`src/pkg/bbex_pkg.sv`:
```
// package: address map, access codes and states of the bit-band front end
package bbex_pkg;
    // ******************************************************************
    // address map
    // ******************************************************************
    localparam logic [31:0] BBEX_SRAM_BAND_BASE = 32'h2000_0000;
    localparam logic [31:0] BBEX_SRAM_ALIAS_BASE = 32'h2200_0000;
    localparam logic [31:0] BBEX_PERI_BAND_BASE = 32'h4000_0000;
    localparam logic [31:0] BBEX_PERI_ALIAS_BASE = 32'h4200_0000;
    // alias region spans 32 MB, bit-band region 1 MB
    localparam int BBEX_ALIAS_BITS = 25;
    localparam int BBEX_BAND_BITS = 20;
    // alias offset = byte_offset * 32 + bit_number * 4
    localparam int BBEX_BYTE_SHIFT = 5;
    localparam int BBEX_BIT_SHIFT = 2;
    localparam int BBEX_BIT_NUM_W = 3;

    // ******************************************************************
    // access sizes and operations
    // ******************************************************************
    typedef enum logic [1:0] {
        BBEX_SZ_BYTE = 2'b00,
        BBEX_SZ_HALF = 2'b01,
        BBEX_SZ_WORD = 2'b10
    } bbex_size_t;

    typedef enum logic [2:0] {
        BBEX_OP_LOAD = 3'b000,
        BBEX_OP_STORE = 3'b001,
        BBEX_OP_LOAD_EXCL = 3'b010,
        BBEX_OP_STORE_EXCL = 3'b011,
        BBEX_OP_CLEAR_EXCL = 3'b100
    } bbex_op_t;

    typedef enum logic [1:0] {
        BBEX_ST_IDLE = 2'b00,
        BBEX_ST_READ = 2'b01,
        BBEX_ST_WRITE = 2'b10,
        BBEX_ST_DONE = 2'b11
    } bbex_state_t;

    localparam logic [31:0] BBEX_ALIAS_CLEAR = 32'h0000_0000;
    localparam logic [31:0] BBEX_ALIAS_SET = 32'h0000_0001;
    localparam logic BBEX_EXCL_OK = 1'b0;
    localparam logic BBEX_EXCL_FAIL = 1'b1;
endpackage

```
`src/logic/bbex_front.sv`:
```
// logic: bit-band remap and exclusive access monitor
`timescale 1ns/10ps
// Summary of operation
// - alias write sets bit from data bit 0
// - alias write ignores data bits 31:1
// - alias read returns 0 or 1 only
// - byte lanes stored little-endian
// - load-exclusive returns data and sets tag
// - store-exclusive returns 0 done, 1 refused
// - exclusives in word, half and byte
// - clear-exclusive drops the tag
// - every store-exclusive drops the tag
// - exception taken drops the tag
// - alias offset is byte*32 plus bit*4
// - alias write is read-modify-write; no fetch remap
// - two 32 MB aliases over 1 MB bands
module bbex_front (
    // clock, reset, enable
    input wire logic clk,
    input wire logic rstn,
    input wire logic ce,
    // request from the load/store pipeline
    input wire logic req_valid,
    input wire bbex_pkg::bbex_op_t req_op,
    input wire bbex_pkg::bbex_size_t req_size,
    input wire logic [31:0] req_addr,
    input wire logic [31:0] req_wdata,
    input wire logic req_fetch,
    input wire logic exception_taken,
    // answer to the pipeline
    output logic rsp_valid,
    output logic [31:0] rsp_rdata,
    output logic rsp_excl_status,
    output logic busy,
    output logic excl_tag,
    // memory side, one word per beat
    output logic mem_req,
    output logic mem_we,
    output logic [31:0] mem_addr,
    output logic [3:0] mem_be,
    output logic [31:0] mem_wdata,
    input wire logic mem_ack,
    input wire logic [31:0] mem_rdata
);
    import bbex_pkg::*;

    // ******************************************************************
    // reset release
    // ******************************************************************
    logic rst_meta; // first stage, read only by the second
    logic rst_n; // released reset used everywhere
    always_ff @(posedge clk or negedge rstn) begin
        if (!rstn) begin
            rst_meta <= 1'b0;
            rst_n <= 1'b0;
        end else begin
            rst_meta <= 1'b1;
            rst_n <= rst_meta;
        end
    end

    // ******************************************************************
    // alias decode
    // ******************************************************************
    logic in_sram_alias; // hit in sram alias window
    logic in_peri_alias; // hit in peripheral alias window
    logic is_alias; // data access to either alias
    logic [31:0] band_word; // word address of target bit
    logic [1:0] band_lane; // byte lane of target bit
    logic [BBEX_BIT_NUM_W-1:0] band_bit; // bit number inside byte
    logic [BBEX_BAND_BITS-1:0] byte_off; // byte offset in band
    assign in_sram_alias = (req_addr[31:BBEX_ALIAS_BITS] ==
        BBEX_SRAM_ALIAS_BASE[31:BBEX_ALIAS_BITS]);
    assign in_peri_alias = (req_addr[31:BBEX_ALIAS_BITS] ==
        BBEX_PERI_ALIAS_BASE[31:BBEX_ALIAS_BITS]);
    // fetches go straight through: remapping them would alias code
    assign is_alias = (in_sram_alias || in_peri_alias) && !req_fetch;
    assign byte_off = req_addr[BBEX_ALIAS_BITS-1:BBEX_BYTE_SHIFT];
    assign band_bit = req_addr[BBEX_BYTE_SHIFT-1:BBEX_BIT_SHIFT];
    assign band_lane = byte_off[1:0];
    assign band_word = (in_sram_alias ? BBEX_SRAM_BAND_BASE
        : BBEX_PERI_BAND_BASE) | {12'h000, byte_off[19:2], 2'b00};

    // ******************************************************************
    // lane placement, little-endian
    // ******************************************************************
    logic [3:0] lane_be; // byte enables for a direct access
    logic [31:0] lane_wdata; // store data moved onto its lanes
    always_comb begin
        case (req_size)
            BBEX_SZ_BYTE: begin
                lane_be = 4'b0001 << req_addr[1:0];
                lane_wdata = {4{req_wdata[7:0]}};
            end
            BBEX_SZ_HALF: begin
                lane_be = req_addr[1] ? 4'b1100 : 4'b0011;
                lane_wdata = {2{req_wdata[15:0]}};
            end
            default: begin
                lane_be = 4'b1111;
                lane_wdata = req_wdata;
            end
        endcase
    end

    // read data pulled back to bit 0 by size
    function automatic logic [31:0] bbex_extract(input logic [31:0] w,
        input logic [1:0] a, input bbex_size_t s);
        logic [31:0] sh;
        sh = w >> {a, 3'b000}; // lowest address is least significant
        case (s)
            BBEX_SZ_BYTE: bbex_extract = {24'h00_0000, sh[7:0]};
            BBEX_SZ_HALF: bbex_extract = {16'h0000, sh[15:0]};
            default: bbex_extract = w;
        endcase
    endfunction

    // ******************************************************************
    // access sequencer
    // ******************************************************************
    bbex_state_t state; // sequencer state
    logic hold_alias; // current access is alias
    logic hold_wbit; // alias write value, data bit 0
    logic [4:0] hold_bitpos; // target bit within word
    logic [1:0] hold_lo; // low address bits
    bbex_size_t hold_size; // access size
    bbex_op_t hold_op; // access operation
    logic start; // new access accepted
    logic excl_refused; // store-exclusive without tag
    logic is_write_op; // store or store-exclusive

    assign is_write_op = (req_op == BBEX_OP_STORE) ||
        (req_op == BBEX_OP_STORE_EXCL);
    assign start = ce && state == BBEX_ST_IDLE && req_valid &&
        req_op != BBEX_OP_CLEAR_EXCL;
    assign excl_refused = req_op == BBEX_OP_STORE_EXCL && !excl_tag;

    // state walk; alias writes read the word first
    always_ff @(posedge clk or negedge rst_n) begin
        if (!rst_n) begin
            state <= BBEX_ST_IDLE;
        end else if (ce) begin
            case (state)
                BBEX_ST_IDLE: begin
                    if (start && excl_refused) begin
                        state <= BBEX_ST_DONE;
                    end else if (start) begin
                        state <= (is_write_op && !is_alias) ?
                            BBEX_ST_WRITE : BBEX_ST_READ;
                    end
                end
                BBEX_ST_READ: begin
                    if (mem_ack) begin
                        state <= (hold_alias && hold_op != BBEX_OP_LOAD &&
                            hold_op != BBEX_OP_LOAD_EXCL) ?
                            BBEX_ST_WRITE : BBEX_ST_DONE;
                    end
                end
                BBEX_ST_WRITE: begin
                    if (mem_ack) begin
                        state <= BBEX_ST_DONE;
                    end
                end
                BBEX_ST_DONE: begin
                    state <= BBEX_ST_IDLE;
                end
                default: begin
                    state <= BBEX_ST_IDLE;
                end
            endcase
        end
    end

    // capture of the access being served
    always_ff @(posedge clk or negedge rst_n) begin
        if (!rst_n) begin
            hold_alias <= 1'b0;
            hold_wbit <= 1'b0;
            hold_bitpos <= 5'd0;
            hold_lo <= 2'b00;
            hold_size <= BBEX_SZ_WORD;
            hold_op <= BBEX_OP_LOAD;
        end else if (start) begin
            hold_alias <= is_alias;
            hold_wbit <= req_wdata[0];
            hold_bitpos <= {band_lane, band_bit};
            hold_lo <= req_addr[1:0];
            hold_size <= req_size;
            hold_op <= req_op;
        end
    end

    // ******************************************************************
    // memory port
    // ******************************************************************
    always_ff @(posedge clk or negedge rst_n) begin
        if (!rst_n) begin
            mem_req <= 1'b0;
            mem_we <= 1'b0;
            mem_addr <= 32'h0000_0000;
            mem_be <= 4'h0;
            mem_wdata <= 32'h0000_0000;
        end else if (ce) begin
            if (start && !excl_refused) begin
                mem_req <= 1'b1;
                mem_we <= is_write_op && !is_alias;
                mem_addr <= is_alias ? band_word :
                    {req_addr[31:2], 2'b00};
                mem_be <= is_alias ? 4'b1111 : lane_be;
                mem_wdata <= lane_wdata;
            end else if (state == BBEX_ST_READ && mem_ack &&
                    hold_alias && hold_op != BBEX_OP_LOAD &&
                    hold_op != BBEX_OP_LOAD_EXCL) begin
                // second beat writes the word back, one bit changed
                mem_we <= 1'b1;
                mem_wdata <= hold_wbit ? (mem_rdata | (32'h0000_0001 <<
                    hold_bitpos)) : (mem_rdata & ~(32'h0000_0001 <<
                    hold_bitpos));
            end else if (mem_ack) begin
                mem_req <= 1'b0;
                mem_we <= 1'b0;
            end
        end
    end

    // ******************************************************************
    // answer to the pipeline
    // ******************************************************************
    always_ff @(posedge clk or negedge rst_n) begin
        if (!rst_n) begin
            rsp_valid <= 1'b0;
            rsp_rdata <= 32'h0000_0000;
            rsp_excl_status <= BBEX_EXCL_OK;
        end else if (ce) begin
            rsp_valid <= state == BBEX_ST_DONE;
            if (start) begin
                rsp_excl_status <= excl_refused ?
                    BBEX_EXCL_FAIL : BBEX_EXCL_OK;
            end
            if (state == BBEX_ST_READ && mem_ack) begin
                if (hold_alias) begin
                    rsp_rdata <= mem_rdata[hold_bitpos] ?
                        BBEX_ALIAS_SET : BBEX_ALIAS_CLEAR;
                end else begin
                    rsp_rdata <= bbex_extract(mem_rdata, hold_lo,
                        hold_size);
                end
            end else if (start) begin
                rsp_rdata <= 32'h0000_0000;
            end
        end
    end

    // busy stands while an access is under way and falls as the answer appears
    always_ff @(posedge clk or negedge rst_n) begin
        if (!rst_n) begin
            busy <= 1'b0;
        end else if (ce) begin
            busy <= start || (state != BBEX_ST_IDLE &&
                state != BBEX_ST_DONE);
        end
    end

    // ******************************************************************
    // exclusive monitor
    // ******************************************************************
    // one local tag, no address compare: pairing is the requester's job
    always_ff @(posedge clk or negedge rst_n) begin
        if (!rst_n) begin
            excl_tag <= 1'b0;
        end else if (ce) begin
            if (exception_taken) begin
                excl_tag <= 1'b0;
            end else if (state == BBEX_ST_IDLE && req_valid &&
                    req_op == BBEX_OP_CLEAR_EXCL) begin
                excl_tag <= 1'b0;
            end else if (start && req_op == BBEX_OP_STORE_EXCL) begin
                excl_tag <= 1'b0;
            end else if (start && req_op == BBEX_OP_LOAD_EXCL) begin
                excl_tag <= 1'b1;
            end
        end
    end
endmodule

```
`config.mk`:
```
export PLATFORM = sky130hd
export DESIGN_NAME = bbex_front
export DESIGN_NICKNAME = d
export VERILOG_FILES = /design/src/pkg/bbex_pkg.sv /design/src/logic/bbex_front.sv
export SDC_FILE = /design/constraint.sdc
export NUM_CORES = 1
export LEC_CHECK = 0
export BUFFER_PORTS_ARGS = -buffer_cell sky130_fd_sc_hd__buf_2
export CORE_MARGIN = 2
export CORE_UTILIZATION = 25
export CTS_BUF_LIST = sky130_fd_sc_hd__clkbuf_8 sky130_fd_sc_hd__clkbuf_16
export CTS_CLUSTER_SIZE = 8
export DETAILED_ROUTE_END_ITERATION = 16
export SLEW_MARGIN = 0
export SYNTH_ARGS = -nofsm -noshare
export SYNTH_HDL_FRONTEND = slang
export SYNTH_SLANG_ARGS = --single-unit
```
`constraint.sdc`:
```
create_clock -name clk -period 3.7 [get_ports clk]
set_input_delay 0.37 -clock clk [delete_from_list [all_inputs] [get_ports clk]]
set_output_delay 0.37 -clock clk [all_outputs]
set_load 0.01 [all_outputs]
```
==> reports/metrics.yaml <==
ys_seq_area_share_pct: 43.3
leakage_nw: 4.00
critical_path.slowest_cell: "buf_4"
antenna_found_initial: 1
synth_top_cell_by_area: "dfrtp_1"
core_sq_mm: 0.0277
min_path_type: "in2reg"
synth_top_area_share_pct: 42.9
drtPass1Iterations: 5
ys_top_cells_by_area: "dfrtp_1 43%, mux2_2 4.8%, nand2_1 3.8%"
htreeDepth: 4
max_slew_margin_pct: 18.4
tns_ps: 0
critPathLaunchType: "flip-flop"
dp_hpwl_mm: 19.3
ant_nets: 0
ff_latch_area_sq_mm: 0.00303
grt_pass1_vias: 6345
avgSynthCellArea_sq_um: 9.61
drive_above_1_share_pct: 32.6
vias_per_cell: 5.18
end_kind: "flip-flop"
grt_usage_pct: 17.2
cts_buffers: 17
hold_viol: 0
dieWidth_microns: 171
cp.required_ps: 4020
powerDensity_mw_per_mm2: 785
setup_viol: 0
grt_max_degree: 62
dieArea_sq_mm: 0.0293
cts_tree: "yes"
dieHeight_microns: 171
fmax_mhz: 371
io_buffer_count: 211
tightest_slew_ps: 1220
synth.distinct_cells: 59
arrival_ps: 3010
syn_area_sq_mm: 0.00700
gr-total-overflow: 0
critical_path.max_stage_delay_ps: 540
syn_inst: 728
wl_mm: 25.8
drc_errors: 0
wire_per_inst_microns: 20.0
cp_top_family: "buffers and inverters"
multi_input_area_sq_mm: 0.00361
fin_ws_ps: 1010
ys_ff_latch: 121
path_cells: "inv_1 > ha_1 > nand3_1 > buf_4 > nor3_4 > buf_4 > a311oi_1 > o31ai_1"
maxCapViolCount: 0
clock_sinks: 121
p_total_mw: 6.99
via_count: 6688
period_needed_ps: 2690
nFillCells: 2910
area_delta_synth_final_pct: 27.3
ir_drop_uv: 268
yosys_warnings: 0
slew_violations: 0
ys_dominant_reg_cell: "dfrtp_1"
fin_hold_ws_ps: 160
cts_hold_buf: 1
cp_max_fo: 54
postCtsSetupRepairBufs: 0
io_pins: 214
skew_ps: 13.0
insertion_delay_ps: 420
clk_pin_slew_worst_paths_ps: 60
diodes: 0
post-route-period-util_pct: 72.8
row_count: 61
grt_pass1_wl_mm: 37.9
critPathKind: "reg2reg"
rsz0062_at_grt: "no"
drt_iter0_drc: 642
worstPathBufferInverterCount: 3
clock_path_buffers: 2
synth-edff-count: 0
path_common_cell: "buf_4"
synthArstFlopShare_pct: 100
root_buffer: "clkbuf_16"
cts_resized: 0
fin_nets: 1014
gp_congestion: 0.901
start_util_pct: 25.3
status: "finished clean"
place_ws_ps: 1030
## sequential cells by signal (all words and copies together) (netlist names), 2 cells and up
signal and count:
mem_be 4, mem_wdata 32, hold_lo 2, state 2
hold_size 2, hold_bitpos 5, mem_addr 30, rsp_rdata 32
hold_op 2
## tightest hold or removal path, delay by kind of cell
family | cells | cell delay (ps)
simple gates | 2 | 90
buf+inv | 1 | 90
## cells by family after synthesis
| group | share of synthesized area [%] |
|---|---|
| AOI/OAI and AO/OA | 23.8 |
| and+or+nand+nor | 15.9 |
| DFF | 43.3 |
| buffers and inverters | 5.10 |
| muxes | 10.8 |
| adders and majority gates | 0.894 |
| other | 0.107 |
| xor gates and xnor gates | 0.125 |
## power breakdown
| group | switching [mW] | internal (mW) | leakage [nW] | total [mW] |
|---|---|---|---|---|
| clock | 0.630 | 1.07 | 0.297 | 1.70 |
| combinational | 1.51 | 1.22 | 2.21 | 2.73 |
| sequential | 0.622 | 1.93 | 1.50 | 2.56 |
## layout make-up
| cell class | count | area share [%] |
|---|---|---|
| Clock buffer | 18 | 4.93 |
| Tap cell | 378 | 5.31 |
| Sequential cell | 121 | 34.0 |
| Clock inverter | 13 | 1.76 |
| Inverter | 6 | 0.253 |
| Multi-Input combinational cell | 531 | 40.6 |
| Timing Repair Buffer | 224 | 13.1 |
## cells in the final DEF (no fill, tap or decap), drive strengths merged, types with 18 or more instances in the layout
master and n:
clkbuf 18, nand2 71, a22o 22, a211oi 31, a31oi 41, mux2 36
o21ai 46, nor2b 23, dfrtp 120, buf 223, mux2i 26, nand3 21
nor2 52, o31ai 20
## path summary, 6_finish.rpt
kind | startpoint | endpoint | slack [ps] | cells past startpoint
setup / recovery | state[0] | mem_wdata[12] | 1010 | 8
hold / removal | req_addr[26] | mem_addr[26] | 160 | 3
setup reg to reg | state[0] | mem_wdata[12] | 1010 | 8
hold reg to reg | rst_meta | rst_n | 360 | 0
max in group asynchronous | rst_n | mem_wdata[24] | 2480 | 1
min in group asynchronous | rstn | rst_n | 250 | 2
## metal layers
metal / global-route usage, % / routed length [microns] / part of all wire [%]
met5: 0 / 7 / 0.027
met4: 6.96 / 806 / 3.1
met3: 5.29 / 2000 / 7.7
met2: 27.7 / 12200 / 47
met1: 21.4 / 10900 / 42
## synth_stat cells, drive strengths merged (2+ instances only)
cell type and instances:
a211oi 31, a21boi 16, a21oi 15, a221o 7, a22o 22, a22oi 12, a311oi 17, a31o 2
a31oi 41, and2 2, and3 5, and3b 4, buf 39, clkbuf 32, conb 2, dfrtp 120
ha 5, inv 6, mux2 36, mux2i 26, mux4 4, nand2 71, nand2b 6, nand3 21
nand3b 3, nand4 2, nor2 52, nor2b 23, nor3 2, nor3b 6, nor4 17, o21ai 46
o31ai 20, or3b 3
## metrics by stage
stage,area [sq um],cells,util [%]
after floorplan,7000,729,-
after global placement,8300,1259,30.0
after detailed placement,8300,1259,30.0
after CTS,8910,1291,32.2
after global routing,8910,1291,32.2
final,8910,1291,32.2
No activity file was read; power rests on OpenSTA's default activity.
